## config.mk

```make
export PLATFORM = sky130hd
export DESIGN_NAME = clock_tick_timer
export DESIGN_NICKNAME = d
export VERILOG_FILES = /design/src/pkg/clock_tick_timer_pkg.sv /design/src/hdl/clock_tick_timer.sv
export SDC_FILE = /design/constraint.sdc
export NUM_CORES = 1
export LEC_CHECK = 0
export ABC_AREA = 1
export BUFFER_PORTS_ARGS = -buffer_cell sky130_fd_sc_hd__buf_4
export CAP_MARGIN = 20
export CORE_MARGIN = 1
export CORE_UTILIZATION = 51
export DETAILED_ROUTE_END_ITERATION = 6
export GPL_ROUTABILITY_DRIVEN = 0
export PLACE_DENSITY = 0.8
export SLEW_MARGIN = 10
export SYNTH_ARGS = -nofsm -noshare
export SYNTH_HDL_FRONTEND = slang
export SYNTH_HIERARCHICAL = 1
export SYNTH_SLANG_ARGS = --single-unit
export TNS_END_PERCENT = 10
```

## constraint.sdc

```tcl
create_clock -name i_core_clk -period 2 [get_ports i_core_clk]
set_clock_uncertainty 0.2 [all_clocks]
set_input_delay 0.3 -clock i_core_clk [delete_from_list [all_inputs] [get_ports i_core_clk]]
set_output_delay 0.3 -clock i_core_clk [all_outputs]
set_load 0.1 [all_outputs]
```

## src/pkg/clock_tick_timer_pkg.sv

```systemverilog
// Purpose: Constants and types for the clock tick timer.
// Assumes: Core clock 25 MHz; slow oscillator 32.768 kHz.
// Notes: Behaviour list follows.
// Behaviour
// - 8-bit up-counter clocked by a 256 Hz tick divided from the 32.768 kHz oscillator; the code divides the tick from the 25 MHz core clock
// - Counter bits readable, bit 0 is 128 Hz up to bit 7 at 1 Hz
// - Falling edges of 32, 8, 2, 1 Hz taps set separate factor flags
// - Each factor flag has its own enable; disabled factors raise no request
// - Interrupt priority level 0 to 3 from two priority bits
// - 32 Hz factor vector 000032H, 8 Hz factor vector 000034H
// - 2 Hz factor vector 000036H, 1 Hz factor vector 000038H
// - Count register read-only, writes ignored, 00H after reset
// - Writing 1 to clear bit clears counter; 0 ignored; reads 0
// - Clear while running resumes from zero; while stopped holds 00H
// - Run bit 1 counts, 0 stops, readable
// - Stopped counter holds its value, resumes from it on run
// - Run bit is 0 after reset, counter stopped
// - Run bit change takes effect at next 256 Hz falling edge
// - After writing 0 counter increments once more at that edge, then stops
// - Run bit reads 1 until counter has really stopped
package clock_tick_timer_pkg;

	localparam logic [15:0] ADDR_CONTROL  = 16'hff40;
	localparam logic [15:0] ADDR_COUNT    = 16'hff41;
	localparam logic [15:0] ADDR_STATUS   = 16'hff42;
	localparam logic [15:0] ADDR_CLEAR    = 16'hff43;
	localparam logic [15:0] ADDR_ENABLE   = 16'hff44;
	localparam logic [15:0] ADDR_PRIORITY = 16'hff45;

	localparam int BIT_RUN   = 0;
	localparam int BIT_CLEAR = 1;

	localparam logic [7:0] COUNT_RESET = 8'h00;
	localparam logic [3:0] FLAG_RESET  = 4'h0;
	localparam logic [3:0] ENABLE_RESET = 4'h0;
	localparam logic [1:0] PRIORITY_RESET = 2'h0;

	// Tap positions within the counter for each factor
	localparam int TAP_32HZ = 2;
	localparam int TAP_8HZ  = 4;
	localparam int TAP_2HZ  = 6;
	localparam int TAP_1HZ  = 7;

	localparam logic [23:0] VEC_32HZ = 24'h000032;
	localparam logic [23:0] VEC_8HZ  = 24'h000034;
	localparam logic [23:0] VEC_2HZ  = 24'h000036;
	localparam logic [23:0] VEC_1HZ  = 24'h000038;
	localparam logic [23:0] VEC_NONE = 24'h000000;

	localparam longint CORE_CLK_HZ = 25000000;
	localparam longint SLOW_OSC_HZ = 32768;
	localparam longint TICK_HZ     = 256;
	// Half period of the 256 Hz tick in core cycles, rounded down
	localparam int TICK_HALF_CYCLES = int'(CORE_CLK_HZ / (2 * TICK_HZ));

	typedef struct packed {
		logic [15:0] addr;
		logic [7:0]  wdata;
		logic        wr;
		logic        rd;
	} bus_req_t;

	typedef struct packed {
		logic        req;
		logic [1:0]  level;
		logic [23:0] vector;
	} irq_out_t;

endpackage : clock_tick_timer_pkg

```

## src/hdl/clock_tick_timer.sv

```systemverilog
// Purpose: Clock tick timer with 8-bit counter and four tick interrupt factors.
// Assumes: Single 25 MHz core clock; 256 Hz tick derived internally.
// Notes: Flags clear by writing 1 to the clear register; set wins over clear.
//
// Design decision made here: the address-and-strobe port.
module clock_tick_timer #(
	parameter int TICK_HALF = clock_tick_timer_pkg::TICK_HALF_CYCLES
) (
	input  wire logic                             i_core_clk,
	input  wire logic                             i_rst,
	input  wire clock_tick_timer_pkg::bus_req_t   i_bus,
	output logic [7:0]                            o_rdata,
	output logic                                  o_irq,
	output logic [3:0]                            o_irq_factor,
	output clock_tick_timer_pkg::irq_out_t        o_irq_info
);

	logic [31:0] div_cnt_q;
	logic        tick_q;
	logic        tick_fall;
	logic [7:0]  count_q;
	logic [7:0]  count_d;
	logic        run_req_q;
	logic        running_q;
	logic [3:0]  flags;
	logic [3:0]  enable;
	logic        count_step;
	logic        wr_clear_reg;
	logic        wr_enable_reg;
	logic        wr_prio_reg;
	logic [23:0] vec_d;
	logic [1:0]  prio_q;
	logic [3:0]  taps;
	logic [3:0]  taps_next;
	logic [3:0]  fall_set;
	logic [3:0]  active;
	logic        wr_ctl;
	logic        clear_wr;

	assign wr_ctl    = i_bus.wr && (i_bus.addr == clock_tick_timer_pkg::ADDR_CONTROL);
	assign clear_wr  = wr_ctl && i_bus.wdata[clock_tick_timer_pkg::BIT_CLEAR];
	assign wr_clear_reg  = i_bus.wr && (i_bus.addr == clock_tick_timer_pkg::ADDR_CLEAR);
	assign wr_enable_reg = i_bus.wr && (i_bus.addr == clock_tick_timer_pkg::ADDR_ENABLE);
	assign wr_prio_reg   = i_bus.wr && (i_bus.addr == clock_tick_timer_pkg::ADDR_PRIORITY);

	// 256 Hz tick: toggles every half period; counting happens on its falling edge
	always_ff @(posedge i_core_clk)
	begin
		if (i_rst)
		begin
			div_cnt_q <= 32'h0;
			tick_q    <= 1'b0;
		end
		else if (div_cnt_q == 32'(TICK_HALF - 1))
		begin
			div_cnt_q <= 32'h0;
			tick_q    <= ~tick_q;
		end
		else
		begin
			div_cnt_q <= div_cnt_q + 32'h1;
		end
	end

	assign tick_fall = tick_q && (div_cnt_q == 32'(TICK_HALF - 1));

	// Run request stored from software; running state follows at the tick edge
	always_ff @(posedge i_core_clk)
	begin
		if (i_rst)
		begin
			run_req_q <= 1'b0;
		end
		else if (wr_ctl)
		begin
			run_req_q <= i_bus.wdata[clock_tick_timer_pkg::BIT_RUN];
		end
	end

	always_ff @(posedge i_core_clk)
	begin
		if (i_rst)
		begin
			running_q <= 1'b0;
		end
		else if (tick_fall)
		begin
			running_q <= run_req_q;
		end
	end

	// Steps at the edge that starts running and at the edge that stops it
	assign count_step = tick_fall && (running_q || run_req_q) && !clear_wr;

	// A clear wins over a coinciding tick step, so no tap edge is faked by it
	always_comb
	begin
		count_d = count_q;
		if (clear_wr)
		begin
			count_d = clock_tick_timer_pkg::COUNT_RESET;
		end
		else if (count_step)
		begin
			count_d = count_q + 8'h01;
		end
	end

	always_ff @(posedge i_core_clk)
	begin
		if (i_rst)
		begin
			count_q <= clock_tick_timer_pkg::COUNT_RESET;
		end
		else
		begin
			count_q <= count_d;
		end
	end

	assign taps      = {count_q[clock_tick_timer_pkg::TAP_1HZ], count_q[clock_tick_timer_pkg::TAP_2HZ],
	                    count_q[clock_tick_timer_pkg::TAP_8HZ], count_q[clock_tick_timer_pkg::TAP_32HZ]};
	assign taps_next = {count_d[clock_tick_timer_pkg::TAP_1HZ], count_d[clock_tick_timer_pkg::TAP_2HZ],
	                    count_d[clock_tick_timer_pkg::TAP_8HZ], count_d[clock_tick_timer_pkg::TAP_32HZ]};
	assign fall_set  = taps & ~taps_next & {4{count_step}};

	always_ff @(posedge i_core_clk)
	begin
		if (i_rst)
		begin
			prio_q <= clock_tick_timer_pkg::PRIORITY_RESET;
		end
		else if (wr_prio_reg)
		begin
			prio_q <= i_bus.wdata[1:0];
		end
	end

	// One flag, enable and request per factor: bit 0 is 32 Hz up to bit 3 at 1 Hz
	tick_factor_slot #(
		.FLAG_INIT   (clock_tick_timer_pkg::FLAG_RESET[0]),
		.ENABLE_INIT (clock_tick_timer_pkg::ENABLE_RESET[0])
	) i_factor_32hz (
		.i_core_clk   (i_core_clk),
		.i_rst        (i_rst),
		.i_fall       (fall_set[0]),
		.i_clear_wr   (wr_clear_reg),
		.i_clear_bit  (i_bus.wdata[0]),
		.i_enable_wr  (wr_enable_reg),
		.i_enable_bit (i_bus.wdata[0]),
		.o_flag       (flags[0]),
		.o_enable     (enable[0]),
		.o_request    (active[0])
	);

	tick_factor_slot #(
		.FLAG_INIT   (clock_tick_timer_pkg::FLAG_RESET[1]),
		.ENABLE_INIT (clock_tick_timer_pkg::ENABLE_RESET[1])
	) i_factor_8hz (
		.i_core_clk   (i_core_clk),
		.i_rst        (i_rst),
		.i_fall       (fall_set[1]),
		.i_clear_wr   (wr_clear_reg),
		.i_clear_bit  (i_bus.wdata[1]),
		.i_enable_wr  (wr_enable_reg),
		.i_enable_bit (i_bus.wdata[1]),
		.o_flag       (flags[1]),
		.o_enable     (enable[1]),
		.o_request    (active[1])
	);

	tick_factor_slot #(
		.FLAG_INIT   (clock_tick_timer_pkg::FLAG_RESET[2]),
		.ENABLE_INIT (clock_tick_timer_pkg::ENABLE_RESET[2])
	) i_factor_2hz (
		.i_core_clk   (i_core_clk),
		.i_rst        (i_rst),
		.i_fall       (fall_set[2]),
		.i_clear_wr   (wr_clear_reg),
		.i_clear_bit  (i_bus.wdata[2]),
		.i_enable_wr  (wr_enable_reg),
		.i_enable_bit (i_bus.wdata[2]),
		.o_flag       (flags[2]),
		.o_enable     (enable[2]),
		.o_request    (active[2])
	);

	tick_factor_slot #(
		.FLAG_INIT   (clock_tick_timer_pkg::FLAG_RESET[3]),
		.ENABLE_INIT (clock_tick_timer_pkg::ENABLE_RESET[3])
	) i_factor_1hz (
		.i_core_clk   (i_core_clk),
		.i_rst        (i_rst),
		.i_fall       (fall_set[3]),
		.i_clear_wr   (wr_clear_reg),
		.i_clear_bit  (i_bus.wdata[3]),
		.i_enable_wr  (wr_enable_reg),
		.i_enable_bit (i_bus.wdata[3]),
		.o_flag       (flags[3]),
		.o_enable     (enable[3]),
		.o_request    (active[3])
	);

	// Fastest tick wins when several factors are pending
	always_comb
	begin
		vec_d = clock_tick_timer_pkg::VEC_NONE;
		if (active[0])
		begin
			vec_d = clock_tick_timer_pkg::VEC_32HZ;
		end
		else if (active[1])
		begin
			vec_d = clock_tick_timer_pkg::VEC_8HZ;
		end
		else if (active[2])
		begin
			vec_d = clock_tick_timer_pkg::VEC_2HZ;
		end
		else if (active[3])
		begin
			vec_d = clock_tick_timer_pkg::VEC_1HZ;
		end
	end

	always_ff @(posedge i_core_clk)
	begin
		if (i_rst)
		begin
			o_irq        <= 1'b0;
			o_irq_factor <= 4'h0;
		end
		else
		begin
			o_irq        <= |active;
			o_irq_factor <= active;
		end
	end

	always_ff @(posedge i_core_clk)
	begin
		if (i_rst)
		begin
			o_irq_info <= '0;
		end
		else
		begin
			o_irq_info.req    <= |active;
			o_irq_info.level  <= prio_q;
			o_irq_info.vector <= vec_d;
		end
	end

	// Read data in the cycle after the read strobe; unmapped reads give zero
	always_ff @(posedge i_core_clk)
	begin
		if (i_rst)
		begin
			o_rdata <= 8'h00;
		end
		else if (i_bus.rd)
		begin
			unique case (i_bus.addr)
				clock_tick_timer_pkg::ADDR_CONTROL:
					o_rdata <= {7'h00, run_req_q | running_q};
				clock_tick_timer_pkg::ADDR_COUNT:
					o_rdata <= count_q;
				clock_tick_timer_pkg::ADDR_STATUS:
					o_rdata <= {4'h0, flags};
				clock_tick_timer_pkg::ADDR_CLEAR:
					o_rdata <= 8'h00;
				clock_tick_timer_pkg::ADDR_ENABLE:
					o_rdata <= {4'h0, enable};
				clock_tick_timer_pkg::ADDR_PRIORITY:
					o_rdata <= {6'h00, prio_q};
				default:
					o_rdata <= 8'h00;
			endcase
		end
		else
		begin
			o_rdata <= 8'h00;
		end
	end

endmodule : clock_tick_timer

// One interrupt factor: sticky flag, its enable bit and the request they make
module tick_factor_slot #(
	parameter logic FLAG_INIT   = 1'b0,
	parameter logic ENABLE_INIT = 1'b0
) (
	input  wire logic i_core_clk,
	input  wire logic i_rst,
	input  wire logic i_fall,
	input  wire logic i_clear_wr,
	input  wire logic i_clear_bit,
	input  wire logic i_enable_wr,
	input  wire logic i_enable_bit,
	output logic      o_flag,
	output logic      o_enable,
	output logic      o_request
);

	// A tap edge in the same cycle as a clear keeps the flag set
	always_ff @(posedge i_core_clk)
	begin
		if (i_rst)
		begin
			o_flag <= FLAG_INIT;
		end
		else if (i_fall)
		begin
			o_flag <= 1'b1;
		end
		else if (i_clear_wr && i_clear_bit)
		begin
			o_flag <= 1'b0;
		end
	end

	always_ff @(posedge i_core_clk)
	begin
		if (i_rst)
		begin
			o_enable <= ENABLE_INIT;
		end
		else if (i_enable_wr)
		begin
			o_enable <= i_enable_bit;
		end
	end

	assign o_request = o_flag && o_enable;

endmodule : tick_factor_slot

```

==> results.cfg <==
[synthesis]
ys_warn_count = 6
synth_area_per_cell_um2 = 6.65
seq_area_frac_synth_pct = 35.9
synthFlopType = dfxtp_1
syn-cell-area_um2 = 4010
synth_edf_count = 0
synth-seq-cells = 72
synth-async-reset-ratio_pct = 0
syn-instance-count = 604
synth.distinct_cells = 36

[timing]
fin_crit_sh_pct = 97.0
maxSlewViolCount = 0
hold_ws_ns = 0.0231
max_slew.worst_pin.slew_ns = 0.512
rsz0062_at_grt = yes
layout_min_cycle_time_ns = 1.94
hold_viol = 0
relSlewSlack_pct = 65.6
tns_ns = 0
finalWorstSetupSlack_ns = 0.0598
max_freq_ghz = 0.515
setup-violations-final = 0

[run_status]
status = finished clean

[critical_path]
path_buf_inv = 2
crit_top_cell = nor2_4
crit_start = div_cnt_q[1]
arrival_ns = 2.03
r2r_slack_ns = 0.06
slowest_stage = dfxtp_2
ff2ff_path_depth = 11
reg2reg_to = i_factor_2hz/o_flag
worstSetupStartpointType = register
cp-end-kind = register
path_delay_family = simple AND/OR/NAND/NOR gates
crit_type = register to register
crit_fanout = 6
cp_num_cells = 11
crit_path_end = i_factor_2hz/o_flag
crit_chain = ha_4 > inv_2 > nor2_4 > nand4_1 > nor2_2 > nand3_2 > nor2_4 > nand3_4 > nor3_4 > inv_1 > a21oi_2
reg2reg_from = div_cnt_q[1]
critical_path_required_ns = 2.09
cpPeakStageDelay_ns = 0.36

[cells_and_area]
nets = 714
fill_cells = 645
drive_above_1_share_pct = 22.4
seqCellArea_um2 = 1450
syn2layout_area_growth_pct = 23.5
fin_cells = 788
postLayoutCellArea_um2 = 4960
multiInputGateArea_um2 = 2200
num_antenna_cells = 0

[global_route]
grt_pass1_wl_um = 16600
grt_max_degree = 23
overflow = 0
grt_use_total_pct = 24.9
grt_pass1_vias = 3689
grt_antenna_before_repair = 0

[drt]
via_count = 4017
route.detailed.drc = 0
dr.pass1.iters = 5
wire_per_inst_um = 12.8
drt.antenna.violating_nets = 0
drtIter0Drc = 290
drt-vias-per-instance = 5.10
finalWirelength_um = 10100

[clock_network]
cts_num_sinks = 72
clk_pin_slew_ns = 0.08
clk_latency_ns = 0.35
cts_tree = yes
cts_made_buffers = 9
cts-root-buf = clkbuf_8
cts_htree_levels = 3
cts_max_path_buffers = 2

[placed_design]
place_area_um2 = 4590
placed_cells = 768
port_buffers = 44
pre_cts_slack_ns = 0.0488
place_hpwl_um = 7240

[floorplan]
start_util_pct = 53.9
core_area_um2 = 7450
die-area_um2 = 8230
dieHeight_um = 90.7
io_pins = 68
dieWidth_um = 90.7
std_cell_rows = 31

[pwr]
ir_drop_mv = 0.438
p_per_area_nw_per_um2 = 642
p_leak_nw = 2.18

[min_path]
hold_path.class = input pin to register

[run]
maxCapViolations = 0
-- timing repair --
item / CTS / global route
hold buffers: 0 / 1
hold endpoints to repair: 0 / 1
setup buffers: 0 / 3
gates resized for setup: 0 / 26
setup endpoints to repair: 0 / 18
-- layer usage --
metal  track usage (%)  part of all wire (%)  vias to the layer above
li1                  -                     -                     2033
met1              30.7                    43                     1810
met2              42.2                    49                      155
met3              5.64                   6.7                       19
met4              9.01                   1.5                        0
met5                 0                     0                        -
-- stage by stage --
stage               utilization [%]  total power, W
floorplan                         -         0.00171
global placement               61.6         0.00175
detailed placement             61.6         0.00175
CTS                            65.0         0.00317
global route                   66.5         0.00327
finish                         66.5         0.00318
-- state kept, by name, indices dropped and copies added (netlist names) --
| signal | flops |
|---|---|
| div_cnt_q | 32 |
| count_q | 8 |
| o_rdata | 8 |
| o_irq_info | 7 |
| o_irq_factor | 4 |
| prio_q | 2 |
| i_factor_1hz/o_enable | 1 |
| i_factor_1hz/o_flag | 1 |
| i_factor_2hz/o_enable | 1 |
| i_factor_2hz/o_flag | 1 |
| i_factor_32hz/o_enable | 1 |
| i_factor_32hz/o_flag | 1 |
| i_factor_8hz/o_enable | 1 |
| i_factor_8hz/o_flag | 1 |
| run_req_q | 1 |
| running_q | 1 |
| tick_q | 1 |
-- how the worst min path moves through the flow --
stage	to	start	slack, ns	cells after the start
after global routing	i_factor_8hz/o_enable	i_bus[3]	0.03	3
after CTS	i_factor_2hz/o_enable	i_bus[4]	0.005	3
after floorplan	i_factor_1hz/o_enable	i_rst	0.16	1
final	i_factor_1hz/o_flag	i_bus[5]	0.02	4
after detailed placement	o_irq_info[24]	prio_q[0]	0.26	2
after global placement	o_irq_info[24]	prio_q[0]	0.25	2
-- Yosys cell counts, types with 5 or more instances --
| cell | instances | area [µm²] |
|---|---|---|
| nand2_2 | 5 | 31.3 |
| a21oi_1 | 31 | 155 |
| nor2_1 | 102 | 383 |
| xor2_1 | 10 | 87.6 |
| nand3_2 | 5 | 50.1 |
| buf_4 | 22 | 165 |
| inv_1 | 80 | 300 |
| dfxtp_1 | 72 | 1440 |
| buf_2 | 6 | 30.0 |
| nand4_1 | 15 | 93.8 |
| o21ai_0 | 12 | 60.1 |
| nand3_1 | 38 | 190 |
| nand2_1 | 134 | 503 |
| a21oi_2 | 8 | 70.1 |
| nor3_1 | 19 | 95.1 |
| nor2_4 | 7 | 78.8 |
-- worst register-to-register path, stage by stage (launching register included) --
cell     delay (ns)
dfxtp_2        0.36
ha_4           0.14
inv_2          0.04
nor2_4         0.10
nand4_1        0.09
nor2_2         0.16
nand3_2        0.12
nor2_4         0.22
nand3_4        0.12
nor3_4         0.16
inv_1          0.06
a21oi_2        0.10
-- cell type report --
class | instances | share of cell area, %
Sequential cell | 72 | 29.3
Multi-Input combinational cell | 437 | 44.3
Clock inverter | 5 | 2.07
Clock buffer | 11 | 3.05
Tap cell | 99 | 2.50
Timing Repair Buffer | 80 | 12.4
Inverter | 84 | 6.36
-- cell families after synthesis --
group,after synthesis,share of synthesized area [%]
AO/OA/AOI/OAI,57,8.07
AND/OR/NAND/NOR,348,40.1
other,1,0.0934
flip-flops,72,35.9
adder cells (fa/ha/maj),2,0.623
XOR/XNOR,11,2.40
buffers and inverters,113,12.8
-- report_power, final --
part / leakage [nW] / switching, W / internal, W
Sequential: 0.583 / 0.00000639 / 0.00144
Combinational: 1.47 / 0.000223 / 0.0000640
Clock: 0.126 / 0.000553 / 0.000894
Total: 2.18 / 0.000783 / 0.00240
-- cells in the final DEF (no fill, tap or decap), drive strengths merged --
cell         count
o21a             1
dfxtp           72
o21bai           1
o21ai           13
nand2          141
ha               2
buf             79
nor3b            3
nor2b            1
inv             84
a21oi           39
clkbuf          11
nor2           114
nand3           43
or2              3
nand4           15
xnor2            1
clkinv           1
clkinvlp         1
bufinv           3
and3             1
xor2            10
nor3            22
dlygate4sd3      1
conb            19
nor4             4
nand3b           1
a31oi            3
No activity file was read; power rests on OpenSTA's default activity.
